`src/design/iam_pkg.sv`:
```
package iam_pkg;
  // ---------------------------------------------------------------
  // source map
  // ---------------------------------------------------------------
  localparam int NUM_SRC = 30;          // maskable sources, default order index 0 = highest
  localparam int NUM_GRP = 16;          // priority level register bits (a: 8, b: 8)
  localparam logic [7:0] NMI_VECTOR = 8'h07;
  localparam logic [7:0] PRIO_A_RESET = 8'h00;
  localparam logic [7:0] PRIO_B_RESET = 8'h00;
  localparam logic [15:0] VEC_BASE = 16'h0000;
  localparam int VEC_SHIFT = 2;         // four bytes per vector entry
  // vector number of each maskable source, in default priority order
  localparam logic [7:0] SRC_VEC [NUM_SRC] = '{
    8'h0C, 8'h0D, 8'h0E, 8'h0F, 8'h10, 8'h14, 8'h18, 8'h19, 8'h1A, 8'h1C,
    8'h1D, 8'h1E, 8'h20, 8'h21, 8'h22, 8'h24, 8'h25, 8'h26, 8'h28, 8'h29,
    8'h2A, 8'h34, 8'h35, 8'h36, 8'h37, 8'h3C, 8'h3C, 8'h3C, 8'h3C, 8'h3C};
  // priority level bit index (0..15: a7..a0 -> 15..8, b7..b0 -> 7..0)
  localparam int SRC_GRP [NUM_SRC] = '{
    15, 14, 13, 13, 12, 11, 10, 10, 10, 9,
    9, 9, 8, 8, 8, 7, 7, 7, 6, 6,
    6, 3, 3, 3, 3, 1, 1, 1, 1, 1};
  localparam int SRC_USED = 26;         // entries from this index on are spare and never request

  // ---------------------------------------------------------------
  // carriers
  // ---------------------------------------------------------------
  typedef struct packed {
    logic scheme_sel;   // mask_scheme_select
    logic [7:0] prio_a; // priority_level_reg_a
    logic [7:0] prio_b; // priority_level_reg_b
  } iam_cfg_t;

  typedef struct packed {
    logic global_mask;  // condition_code_reg interrupt mask
    logic second_mask;  // second_mask_flag
  } iam_flags_t;

  typedef enum logic [2:0] {
    IAM_IDLE, IAM_WAIT_INSN, IAM_PUSH, IAM_SET_MASK, IAM_VECTOR
  } iam_state_t;
endpackage : iam_pkg

```
`src/design/iam_accept.sv`:
```
`timescale 1ns/100ps
module iam_accept
  import iam_pkg::*;
(
  input wire logic core_clk,
  input wire logic rst,
  input wire logic standby,
  input wire logic nmi_pin,
  input wire logic [NUM_SRC-1:0] ext_req_pin,
  input wire logic [NUM_SRC-1:0] mod_req,
  input wire logic [NUM_SRC-1:0] req_enable,
  input wire iam_cfg_t cfg,
  input wire iam_flags_t flags_in,
  input wire logic insn_done,
  input wire logic [15:0] program_counter,
  input wire logic [7:0] condition_code_reg,
  input wire logic push_done,
  output logic irq_take,
  output logic push_req,
  output logic [15:0] push_pc,
  output logic [7:0] push_ccr,
  output logic flags_wr,
  output iam_flags_t flags_out,
  output logic vec_valid,
  output logic [15:0] vec_addr,
  output logic [7:0] vec_num,
  output logic [NUM_SRC-1:0] pending
);
  // ---------------------------------------------------------------
  // pin synchronisers
  // ---------------------------------------------------------------
  logic [NUM_SRC-1:0] ext_s1_r;
  logic [NUM_SRC-1:0] ext_s2_r;
  logic nmi_s1_r;
  logic nmi_s2_r;
  logic nmi_d_r;
  logic nmi_latch_r;
  // external lines pass two flops before anything reads them
  always_ff @(posedge core_clk) begin
    if (rst) begin
      ext_s1_r <= '0;
      ext_s2_r <= '0;
      nmi_s1_r <= 1'b0;
      nmi_s2_r <= 1'b0;
      nmi_d_r <= 1'b0;
    end else begin
      ext_s1_r <= ext_req_pin;
      ext_s2_r <= ext_s1_r;
      nmi_s1_r <= nmi_pin;
      nmi_s2_r <= nmi_s1_r;
      nmi_d_r <= nmi_s2_r;
    end
  end

  // ---------------------------------------------------------------
  // state
  // ---------------------------------------------------------------
  iam_state_t state_r;
  iam_state_t state_nxt;
  logic take_nmi_r;
  logic [4:0] take_idx_r;
  logic irq_take_r;
  logic push_req_r;
  logic [15:0] push_pc_r;
  logic [7:0] push_ccr_r;
  logic flags_wr_r;
  iam_flags_t flags_out_r;
  logic vec_valid_r;
  logic [15:0] vec_addr_r;
  logic [7:0] vec_num_r;
  logic [NUM_SRC-1:0] pending_r;

  // ---------------------------------------------------------------
  // mask decode
  // ---------------------------------------------------------------
  wire logic nmi_edge = nmi_s2_r & ~nmi_d_r;
  wire logic [NUM_GRP-1:0] prio_bits = {cfg.prio_a, cfg.prio_b};
  wire logic [NUM_SRC-1:0] all_req = ext_s2_r | mod_req;
  // scheme 1 ignores the second flag and levels only order requests
  wire logic allow_lvl0 = ~flags_in.global_mask;
  wire logic allow_lvl1 = cfg.scheme_sel ? ~flags_in.global_mask
                                         : ~(flags_in.global_mask & flags_in.second_mask);
  wire logic sel_found;
  wire logic [4:0] sel_idx;
  wire logic [NUM_SRC-1:0] live_mask = all_req & req_enable;

  iam_select u_select (
    .req(all_req),
    .enable(req_enable),
    .prio_bits(prio_bits),
    .allowed_lvl0({NUM_SRC{1'b1}}),
    .allow_lvl1(allow_lvl1),
    .allow_lvl0(allow_lvl0),
    .found(sel_found),
    .idx(sel_idx)
  );

  // nmi wins over any maskable source and ignores both flags
  wire logic want_nmi = nmi_latch_r & ~standby;
  wire logic want_any = want_nmi | sel_found;
  wire logic boundary = insn_done & (state_r == IAM_IDLE);

  wire logic [7:0] vnum;
  wire logic [15:0] vaddr;
  iam_vector u_vector (
    .is_nmi(take_nmi_r),
    .idx(take_idx_r),
    .vec_num(vnum),
    .vec_addr(vaddr)
  );

  // ---------------------------------------------------------------
  // handling sequence
  // ---------------------------------------------------------------
  always_comb begin
    state_nxt = state_r;
    unique case (state_r)
      IAM_IDLE: begin
        if (boundary && want_any) begin
          state_nxt = IAM_PUSH;
        end
      end
      IAM_WAIT_INSN: state_nxt = IAM_PUSH;
      IAM_PUSH: begin
        if (push_done) begin
          state_nxt = IAM_SET_MASK;
        end
      end
      IAM_SET_MASK: state_nxt = IAM_VECTOR;
      IAM_VECTOR: state_nxt = IAM_IDLE;
    endcase
  end

  // nmi latch: set wins over the clear when both fall in one cycle
  always_ff @(posedge core_clk) begin
    if (rst) begin
      nmi_latch_r <= 1'b0;
    end else if (nmi_edge && !standby) begin
      nmi_latch_r <= 1'b1;
    end else if (boundary && want_nmi) begin
      nmi_latch_r <= 1'b0;
    end
  end

  always_ff @(posedge core_clk) begin
    if (rst) begin
      state_r <= IAM_IDLE;
      take_nmi_r <= 1'b0;
      take_idx_r <= 5'h00;
    end else begin
      state_r <= state_nxt;
      if (boundary && want_any) begin
        take_nmi_r <= want_nmi;
        take_idx_r <= sel_idx;
      end
    end
  end

  // capture core state for the push; pc is the resume address
  always_ff @(posedge core_clk) begin
    if (rst) begin
      irq_take_r <= 1'b0;
      push_req_r <= 1'b0;
      push_pc_r <= 16'h0000;
      push_ccr_r <= 8'h00;
    end else begin
      irq_take_r <= boundary && want_any;
      push_req_r <= (state_nxt == IAM_PUSH);
      if (boundary && want_any) begin
        push_pc_r <= program_counter;
        push_ccr_r <= condition_code_reg;
      end
    end
  end

  // mask update after the push
  always_ff @(posedge core_clk) begin
    if (rst) begin
      flags_wr_r <= 1'b0;
      flags_out_r <= '0;
    end else begin
      flags_wr_r <= (state_r == IAM_SET_MASK);
      if (state_r == IAM_SET_MASK) begin
        flags_out_r.global_mask <= 1'b1;
        flags_out_r.second_mask <= cfg.scheme_sel ? flags_in.second_mask : 1'b1;
      end
    end
  end

  // vector out, and pending view of everything left waiting
  always_ff @(posedge core_clk) begin
    if (rst) begin
      vec_valid_r <= 1'b0;
      vec_addr_r <= 16'h0000;
      vec_num_r <= 8'h00;
      pending_r <= '0;
    end else begin
      vec_valid_r <= (state_r == IAM_VECTOR);
      if (state_r == IAM_VECTOR) begin
        vec_addr_r <= vaddr;
        vec_num_r <= vnum;
      end
      pending_r <= live_mask;
    end
  end

  assign irq_take = irq_take_r;
  assign push_req = push_req_r;
  assign push_pc = push_pc_r;
  assign push_ccr = push_ccr_r;
  assign flags_wr = flags_wr_r;
  assign flags_out = flags_out_r;
  assign vec_valid = vec_valid_r;
  assign vec_addr = vec_addr_r;
  assign vec_num = vec_num_r;
  assign pending = pending_r;

  // ---------------------------------------------------------------
  // checks
  // ---------------------------------------------------------------
  // helper views for the selection checks; spare entries are dropped so
  // that a stray spare request cannot make an antecedent true, except in chk_open_accept, which reads live_mask
  wire logic [NUM_SRC-1:0] lvl1_map;
  wire logic [NUM_SRC-1:0] used_map;
  wire logic [NUM_SRC-1:0] below_sel;
  wire logic [NUM_SRC-1:0] same_lvl;
  genvar c;
  generate
    for (c = 0; c < NUM_SRC; c++) begin : g_chk
      assign lvl1_map[c] = prio_bits[SRC_GRP[c]];
      assign used_map[c] = (c < SRC_USED);
      assign below_sel[c] = (5'(c) < sel_idx);
      assign same_lvl[c] = (lvl1_map[c] == lvl1_map[sel_idx]);
    end
  endgenerate
  wire logic [NUM_SRC-1:0] live_used = live_mask & used_map;
  wire logic any_lvl1 = |(live_used & lvl1_map);
endmodule : iam_accept

```
`src/design/iam_select.sv`:
```
`timescale 1ns/100ps
module iam_select
  import iam_pkg::*;
(
  input wire logic [NUM_SRC-1:0] req,
  input wire logic [NUM_SRC-1:0] enable,
  input wire logic [NUM_GRP-1:0] prio_bits,
  input wire logic [NUM_SRC-1:0] allowed_lvl0,
  input wire logic allow_lvl1,
  input wire logic allow_lvl0,
  output logic found,
  output logic [4:0] idx
);
  // ---------------------------------------------------------------
  // qualify and split by level
  // ---------------------------------------------------------------
  wire logic [NUM_SRC-1:0] live;
  wire logic [NUM_SRC-1:0] hi;
  wire logic [NUM_SRC-1:0] lo;
  genvar g;
  generate
    for (g = 0; g < NUM_SRC; g++) begin : g_src
      // a disabled request never reaches the selector
      assign live[g] = req[g] & enable[g] & (g < SRC_USED);
      assign hi[g] = live[g] & prio_bits[SRC_GRP[g]] & allow_lvl1;
      assign lo[g] = live[g] & ~prio_bits[SRC_GRP[g]] & allow_lvl0 & allowed_lvl0[g];
    end
  endgenerate

  // ---------------------------------------------------------------
  // level 1 before level 0, then lowest index wins
  // ---------------------------------------------------------------
  wire logic [NUM_SRC-1:0] pick = (|hi) ? hi : lo;
  always_comb begin
    found = |pick;
    idx = 5'h00;
    for (int i = NUM_SRC - 1; i >= 0; i--) begin
      if (pick[i]) begin
        idx = 5'(i);
      end
    end
  end
endmodule : iam_select

```
`src/design/iam_vector.sv`:
```
`timescale 1ns/100ps
module iam_vector
  import iam_pkg::*;
(
  input wire logic is_nmi,
  input wire logic [4:0] idx,
  output logic [7:0] vec_num,
  output logic [15:0] vec_addr
);
  // ---------------------------------------------------------------
  // vector number and table address
  // ---------------------------------------------------------------
  wire logic [7:0] src_num = SRC_VEC[idx];
  assign vec_num = is_nmi ? NMI_VECTOR : src_num;
  assign vec_addr = VEC_BASE + 16'({vec_num, 2'b00});
endmodule : iam_vector

```
`config.mk`:
```
export PLATFORM = sky130hd
export DESIGN_NAME = iam_accept
export DESIGN_NICKNAME = d
export VERILOG_FILES = /design/src/design/iam_pkg.sv /design/src/design/iam_accept.sv /design/src/design/iam_select.sv /design/src/design/iam_vector.sv
export SDC_FILE = /design/constraint.sdc
export NUM_CORES = 1
export LEC_CHECK = 0
export BUFFER_PORTS_ARGS = -buffer_cell sky130_fd_sc_hd__clkbuf_2
export CORE_MARGIN = 2
export CORE_UTILIZATION = 25
export CTS_BUF_LIST = sky130_fd_sc_hd__clkbuf_4
export CTS_CLUSTER_SIZE = 25
export DETAILED_ROUTE_END_ITERATION = 8
export PLACE_DENSITY = 0.58
export SYNTH_ARGS = -nofsm -noshare
export SYNTH_HDL_FRONTEND = slang
export SYNTH_SLANG_ARGS = --single-unit
```
`constraint.sdc`:
```
create_clock -name core_clk -period 6.6 [get_ports core_clk]
set_input_delay 1.65 -clock core_clk [delete_from_list [all_inputs] [get_ports core_clk]]
set_output_delay 1.65 -clock core_clk [all_outputs]
set_load 0.03 [all_outputs]
```
==> impl_metrics.ini, run 1 <==
[route]
routed_wl_mm = 16.3
vias_per_cell = 4.44
final_antenna_net_count = 0
vias = 5179
dr.pass1.iters = 6
drc = 0
drt_iter0_drc = 281
wl_per_cell_um = 14.0

[pwr]
p_int_mw = 1.36
clkPwrFrac_pct = 34.6
p_leak_nw = 3.28
powerDensity_nw_per_um2 = 258
p_seq_share_pct = 47.3
switching_share_pct = 29.3
p_sw_mw = 0.562
combPwrFrac_pct = 18.1
max-vdd-ir-drop_v = 0.0000865

[global_routing]
grt_pass1_wl_mm = 24.9
grt_pass1_vias = 4787
overflow = 0
grt_start_max_net_pins = 70
track_usage_pct = 13.2
antenna_found_initial = 0

[logic_synthesis]
syn_inst = 644
ys_types = 70
yosysWarningCount = 0
synth_area_um2 = 5870
synth-seq-cells = 139
yosysSeqAreaShare_pct = 47.4
ys.flop_type = dfxtp_1
syn_area_per_cell_um2 = 9.12
synth_edf_count = 0
async_flop_share_pct = 0

[clocking]
ctsHoldBuffers = 0
clk_latency_ns = 0.57
cts_buffers = 17
cts_tree = yes
cts_buffer_depth = 2
cts-root-buf = clkbuf_4
clkSinkCount = 139
htreeDepth = 4
clk_pin_slew_worst_paths_ns = 0.12
cts_setup_buffers = 0
cts_resized = 0

[layout]
finalInstanceArea_um2 = 7430
nNetsFinal = 978
layout_commonest_cell = clkbuf_2
area_growth_pct = 26.6
layout-drive-gt1-share_pct = 30.9
antenna_cells = 0
layout_common_cells = clkbuf_2, dfxtp_1, nor2_1

[critical_path]
r2r_cells = 9
critPathMaxFanout = 33
path_cells = clkbuf_2, o21ai_1, a21oi_1, nor3_1, nand3_2, o221a_2, a31oi_4, buf_4, mux2_2, nor2_1
arrival_ns = 4.96
max_stage_delay_ns = 0.61
r2r_start = ext_s2_r[2]
end_kind = flop
endpoint = take_idx_r[3]
cp.required_ns = 7.10
critPathLaunch = mod_req[2]
reg2reg_slack_ns = 3.00
crit_slowest_cell = nor3_1
r2r-end = take_idx_r[3]
worst_setup_path_start_kind = primary input
crit_type = primary input to flop

[outcome]
status = completed

[placed_design]
dpl_cell_area_um2 = 7090
hpwl_mm = 12.3
portBuffers = 206
place_congestion = 0.820

[floorplan]
num_rows = 56
initial_core_util_pct = 25.2
fp.dieW_um = 157
die_h_um = 157
coreArea_um2 = 23300
io_pins = 223
die-area_um2 = 24700

[sta]
relSlewSlack_pct = 48.9
layout_min_cycle_time_ns = 4.46
timing.hold.ws_ns = 0.440
fin_worst_skew_ns = 0.0180
slew_viol_final = 0
setup_viol = 0
clock.fmax_mhz = 224
hold_viol = 0
period_share_pct = 67.5
rsz0062_at_grt = false
setup_tns_ns = 0
worst_slew_pin_slew_ns = 0.766

[hold_path]
hp-class = flop to flop

[job]
drv_cap = 0
## layout make-up
class | count | area [µm²]
Timing Repair Buffer | 211 | 1070
Multi-Input combinational cell | 453 | 2800
Inverter | 12 | 45.0
Tap cell | 319 | 399
Clock inverter | 14 | 201
Sequential cell | 139 | 2780
Fill cell | 2530 | 15800
Clock buffer | 18 | 135
## through the flow
step,power [mW],setup slack (ns),instances,utilization (%)
after CTS,1.95,2.13,1166,31.9
after global routing,2.03,1.92,1166,31.9
after global placement,1.27,1.56,1134,30.5
final,1.92,2.14,1166,31.9
after floorplan,1.17,2.78,655,-
after detailed placement,1.28,1.53,1134,30.5
## worst min path at each step
stage                      start            to  cells after the start  slack, ns
floorplan            ext_s1_r[0]   ext_s2_r[0]                      1       0.41
global placement     ext_s1_r[6]   ext_s2_r[6]                      1       0.42
detailed placement  ext_s1_r[21]  ext_s2_r[21]                      1       0.42
CTS                 ext_s1_r[16]  ext_s2_r[16]                      1       0.44
global route        ext_s1_r[17]  ext_s2_r[17]                      1       0.46
finish              ext_s1_r[16]  ext_s2_r[16]                      1       0.44
## metal layers
metal	vias to the layer above	part of all wire [%]	track usage (%)
met3	21	7.0	4.65
met5	-	0	0
li1	2624	-	-
met1	2387	46	17.0
met4	0	1.5	4.16
met2	147	45	20.6
## flip-flops by register name, indices dropped and copies added, names as in the netlist, 2 cells and up
| register | flops |
|---|---|
| ext_s1_r | 30 |
| flags_out | 2 |
| vec_addr | 6 |
| push_pc | 16 |
| ext_s2_r | 30 |
| take_idx_r | 5 |
| state_r | 3 |
| push_ccr | 8 |
| pending | 30 |
## Yosys cell counts (3+ instances only)
cell type  count  area [µm²]
nor3_1         8        40.0
dfxtp_1      139        2780
and4_1         3        26.3
a21o_1         4        30.0
a22oi_1        6        45.0
inv_1          7        26.3
nor2_1        80         300
inv_2          5        18.8
buf_4         18         135
ha_1           5        62.6
o211a_1        5        50.1
o21a_1        13        97.6
nor2b_1       66         413
o21ai_2        4        35.0
buf_2          6        30.0
nand4_1        3        18.8
o21ai_0       40         200
a21oi_1       37         185
and2_1         8        50.1
nand3_1        5        25.0
o21ai_1       15        75.1
buf_6          3        33.8
clkbuf_1      20        75.1
nand2_1       29         109
o211ai_1      14         105
o22ai_1       11        68.8
buf_1          4        15.0
mux2i_1       28         280
a31oi_1        6        37.5
## worst max-delay path, delay by kind of cell
kind                   cells  cell delay [ns]
AOI/OAI and AO/OA          4             1.29
and+or+nand+nor            3             1.07
buffers and inverters      2             0.54
muxes                      1             0.39
## power by group through the flow
stage / combinational [mW] / clock [mW] / sequential (mW)
floorplan: 0.203 / 0 / 0.966
global placement: 0.347 / 0 / 0.926
detailed placement: 0.350 / 0 / 0.927
CTS: 0.351 / 0.689 / 0.908
global route: 0.382 / 0.732 / 0.914
finish: 0.347 / 0.664 / 0.907
## kinds of logic after synthesis
| logic type | Yosys count | share of synthesized area [%] |
|---|---|---|
| compound gates | 185 | 20.8 |
| fa+ha+maj | 5 | 1.07 |
| buf+inv | 63 | 5.69 |
| flops | 139 | 47.4 |
| mux | 31 | 5.73 |
| other cells | 1 | 0.0639 |
| simple gates | 220 | 19.2 |
Note: power is estimated with default switching activity, not from simulation.
==> inputs of run 2 (changes only) <==
Settings changed: PLACE_DENSITY 0.58 to 0.6.
Clock period 6.6 ns to 3.9 ns, I/O delays scaled along.
==> run 2 against run 1 <==
  * Setup slack worse by 1.4 ns
  * Via count up 2.8%
  * Sequential power up 70%
  * Largest power group unchanged
  * Wire length up 3.1%
  * Critical endpoint is now push_pc[9]
  * First-iteration DRC count up 12%
  * Highest routed layer unchanged
  * Global-route usage up 0.37 points
  * Sequential share of layout area down 0.69 points
  * Largest cell class unchanged
  * Cell count up 1.7%
  * Critical path depth unchanged
  * Non-clock buffer count up 20
==> impl_metrics.ini, run 2 (synthesized netlist as in run 1, its figures left out) <==
[clocking]
cts_tree = yes
clk_latency_ns = 0.55
cts_setup_buffers = 0
cts-root-buf = clkbuf_4
clkSinkCount = 139
ctsHoldBuffers = 0
cts_buffers = 17
cts_buffer_depth = 2
clk_pin_slew_worst_paths_ns = 0.12
cts_resized = 0
htreeDepth = 4

[global_routing]
met3_usage_pct = 4.87
grt_start_max_net_pins = 52
grt_pass1_vias = 4851
grt.busiest_layer = met2
overflow = 0
use_met1_pct = 17.3
antenna_found_initial = 0
track_usage_pct = 13.5
globalRouteMet2Util_pct = 21.2
grt_pass1_wl_mm = 25.7

[layout]
layout-drive-gt1-share_pct = 32.5
n_fill_cell = 2546
layout_commonest_cell = clkbuf_2
area_growth_pct = 28.9
nNetsFinal = 998
finalInstanceArea_um2 = 7570
antenna_cells = 0
final_cell_count_no_fill = 1186
layout_common_cells = clkbuf_2, dfxtp_1, nor2_1

[pwr]
combPwrFrac_pct = 19.3
max-vdd-ir-drop_v = 0.000179
powerDensity_nw_per_um2 = 423
p_sw_mw = 0.950
clkPwrFrac_pct = 32.7
p_seq_share_pct = 48.0
switching_share_pct = 29.7
p_leak_nw = 3.37
p_int_mw = 2.25

[floorplan]
io_pins = 223
coreArea_um2 = 23300
fp.dieW_um = 157
die_h_um = 157
initial_core_util_pct = 25.2
num_rows = 56
die-area_um2 = 24700

[sta]
fin_worst_skew_ns = 0.0192
slew_viol_final = 0
rsz0062_at_grt = false
worst_slew_pin_slew_ns = 0.660
clock.fmax_mhz = 315
setup_viol = 0
relSlewSlack_pct = 55.4
period_share_pct = 81.3
setup_tns_ns = 0
hold_viol = 0
layout_min_cycle_time_ns = 3.17

[hold_path]
hold_depth = 1
min_to = ext_s2_r[0]
hp-class = flop to flop
min-delay-start = ext_s1_r[0]

[placed_design]
place_congestion = 0.848
dpl.cell_count = 1154
hpwl_mm = 13.0
dpl_cell_area_um2 = 7260
portBuffers = 206

[critical_path]
critPathMaxFanout = 25
r2r_start = ext_s2_r[4]
worst_setup_path_start_kind = primary input
end_kind = flop
arrival_ns = 3.60
reg2reg_slack_ns = 0.94
r2r_cells = 9
cp.required_ns = 4.33
r2r-end = push_pc[9]
crit_type = primary input to flop

[route]
drc = 0
vias = 5322
final_antenna_net_count = 0
drt_iter0_drc = 315
routed_wl_mm = 16.9
wl_per_cell_um = 14.2
vias_per_cell = 4.49
dr.pass1.iters = 5

[outcome]
status = completed

[job]
drv_cap = 0
-- run 2: changes by cell type in the layout (fill, tap and decap cells not counted), sizes merged --
cell	delta
buf	+20
clkinvlp	-1
bufinv	-1
clkinv	+2
-- run 2: critical path, stage by stage --
cell and delay (ns):
clkbuf_2 0.09, o211ai_1 0.40, and4_1 0.35, and4_1 0.42, nand3_2 0.18, o221a_2 0.36, a31oi_4 0.27, buf_12 0.26
mux2i_1 0.22, nor2_1 0.05
-- run 2: power groups by stage --
| stage | Clock (mW) | Sequential [mW] | Combinational (mW) |
|---|---|---|---|
| 3_5_place_dp | 0 | 1.57 | 0.618 |
| 6_report | 1.05 | 1.54 | 0.618 |
| 2_1_floorplan | 0 | 1.63 | 0.343 |
| 3_3_place_gp | 0 | 1.57 | 0.612 |
| 4_1_cts | 1.09 | 1.54 | 0.621 |
| 5_1_grt | 1.15 | 1.55 | 0.677 |
-- run 2: worst max path at each step --
stage / end / start / slack [ns] / depth (start not counted)
2_1_floorplan: push_pc[10] / mod_req[7] / 0.76 / 9
3_3_place_gp: push_pc[6] / mod_req[5] / 0.23 / 10
3_5_place_dp: push_pc[9] / mod_req[25] / 0.18 / 10
4_1_cts: push_pc[15] / mod_req[25] / 0.79 / 10
5_1_grt: push_ccr[1] / mod_req[25] / 0.64 / 10
6_report: push_pc[9] / mod_req[4] / 0.73 / 10
-- run 2: metal layers --
layer | wire (µm) | vias to the layer above
li1 | - | 2675
met1 | 7680 | 2452
met2 | 7700 | 175
met3 | 1240 | 20
met4 | 234 | 0
met5 | 0 | -
-- run 2: layout make-up --
type                            count  area, µm²  share of cell area [%]
Multi-Input combinational cell    453       2800                    36.9
Sequential cell                   139       2780                    36.8
Timing Repair Buffer              231       1230                    16.3
Tap cell                          319        399                    5.27
Clock inverter                     14        178                    2.35
Clock buffer                       18        135                    1.79
Inverter                           12       45.0                   0.595
-- run 2: per-stage QoR --
| stage | total power [mW] | hold slack (ns) | util, % | setup WS (ns) |
|---|---|---|---|---|
| finish | 3.20 | 0.441 | 32.5 | 0.730 |
| global placement | 2.18 | 0.415 | 31.2 | 0.225 |
| global route | 3.38 | 0.456 | 32.5 | 0.635 |
| CTS | 3.25 | 0.444 | 32.5 | 0.790 |
| detailed placement | 2.19 | 0.424 | 31.2 | 0.181 |
| floorplan | 1.98 | 0.414 | - | 0.757 |
==> inputs of run 3 (changes only) <==
Settings changed: PLACE_DENSITY 0.6 to 0.58.
Clock period 3.9 ns to 3.3 ns, I/O delays scaled along.
==> run 3 against run 2 <==
  * Worst hold slack worse by 0.012 ns
  * Critical path depth stayed put
  * Sequential power is 18% higher
  * Utilization is 1.1 points higher
  * Global-route usage is 0.11 points higher
  * Largest cell class unchanged
==> impl_metrics.ini, run 3 (synthesized netlist as in run 1, its figures left out) <==
[outcome]
status = completed

[global_routing]
overflow = 0
track_usage_pct = 13.6
antenna_found_initial = 1
grt_pass1_wl_mm = 26.0
grt_pass1_vias = 5056
grt_start_max_net_pins = 129

[layout]
area_growth_pct = 33.2
layout-drive-gt1-share_pct = 34.8
layout_commonest_cell = clkbuf_2
finish.utilization_pct = 33.6
layout_common_cells = clkbuf_2, dfxtp_1, nor2_1
n_fill_cell = 2514
nNetsFinal = 1027
finalInstanceArea_um2 = 7820

[placed_design]
place_congestion = 0.855
dpl_cell_area_um2 = 7490
place_ws_ns = -0.0992
portBuffers = 206
hpwl_mm = 12.8

[sta]
slew_viol_final = 0
fin_worst_skew_ns = 0.0327
rsz0062_at_grt = false
setup_viol = 0
clock.fmax_mhz = 354
layout_min_cycle_time_ns = 2.82
period_share_pct = 85.6
worst_slew_pin_slew_ns = 0.643
hold_viol = 0
relSlewSlack_pct = 57.1
worst_slack_ns = 0.477
timing.hold.ws_ns = 0.429

[clocking]
cts-root-buf = clkbuf_4
clkSinkCount = 139
cts_resized = 0
cts_tree = yes
cts_buffer_depth = 2
clk_latency_ns = 0.53
cts_buffers = 17
htreeDepth = 4
clk_pin_slew_worst_paths_ns = 0.12
cts_setup_buffers = 0
ctsHoldBuffers = 0

[floorplan]
coreArea_um2 = 23300
initial_core_util_pct = 25.2
die-area_um2 = 24700
num_rows = 56
fp.dieW_um = 157
io_pins = 223
die_h_um = 157

[pwr]
powerDensity_nw_per_um2 = 497
p_leak_nw = 3.52
max-vdd-ir-drop_v = 0.000189

[hold_path]
hp-class = flop to flop

[route]
wl_per_cell_um = 13.9
routed_wl_mm = 16.8
vias = 5338
drc = 0
dr.pass1.iters = 7
vias_per_cell = 4.40
drt_iter0_drc = 267
final_antenna_net_count = 0

[job]
drv_cap = 0

[critical_path]
end_kind = flop
arrival_ns = 3.23
cp.required_ns = 3.70
critPathMaxFanout = 26
crit_type = primary input to flop
worst_setup_path_start_kind = primary input
run 3: changes by cell type in the layout (fill, tap and decap cells not counted):
cell        change
clkinv_4        +1
clkinvlp_4      -1
clkbuf_4        -1
bufinv_16       +1
clkinv_1        -2
diode_2         +1
buf_12          +1
buf_4          +28
run 3: worst max-delay path: stages:
cell and delay [ns]:
clkbuf_2 0.09, o211ai_1 0.31, o21ai_1 0.16, or4_4 0.51, o41ai_2 0.44, nor3b_2 0.11, a31oi_4 0.24, buf_12 0.25
mux2i_1 0.22, nor2_1 0.06
run 3: path summary, 6_finish.rpt:
| check | startpoint | endpoint | slack (ns) | depth (start not counted) |
|---|---|---|---|---|
| max reg2reg | ext_s2_r[25] | push_ccr[6] | 0.55 | 9 |
| min | ext_s1_r[6] | ext_s2_r[6] | 0.43 | 1 |
| max | mod_req[25] | push_ccr[6] | 0.48 | 10 |
| min reg2reg | ext_s1_r[6] | ext_s2_r[6] | 0.43 | 1 |
run 3: cell type report:
type	count	area (µm²)	share of cell area (%)
inverter	12	45.0	0.576
sequential	139	2780	35.6
antenna	1	2.50	0.0320
clock inverter	13	201	2.58
tap	319	399	5.11
timing repair buffer	260	1460	18.7
multi-input combinational	453	2800	35.8
clock buffer	17	128	1.63
run 3: layer usage:
metal	part of all wire [%]	global-route usage, %	vias to the layer above	routed length (µm)
li1	-	-	2726	-
met1	47	17.6	2454	7890
met2	45	21.4	148	7630
met3	6.9	4.90	10	1160
met4	0.81	3.90	0	136
met5	0	0	-	0
run 3: metrics by stage:
stage,setup TNS [ns],std cells,power (mW)
detailed placement,-1.89,1183,2.62
finish,0,1214,3.88
global placement,-0.130,1183,2.61
floorplan,0,655,2.34
CTS,0,1213,3.95
global route,0,1214,4.10
run 3: power breakdown:
group	total (mW)	leakage [nW]	internal, mW	switching [mW]
sequential	1.82	1.14	1.77	0.0468
clock	1.30	0.172	0.665	0.638
combinational	0.764	2.20	0.327	0.438
total	3.88	3.52	2.76	1.12
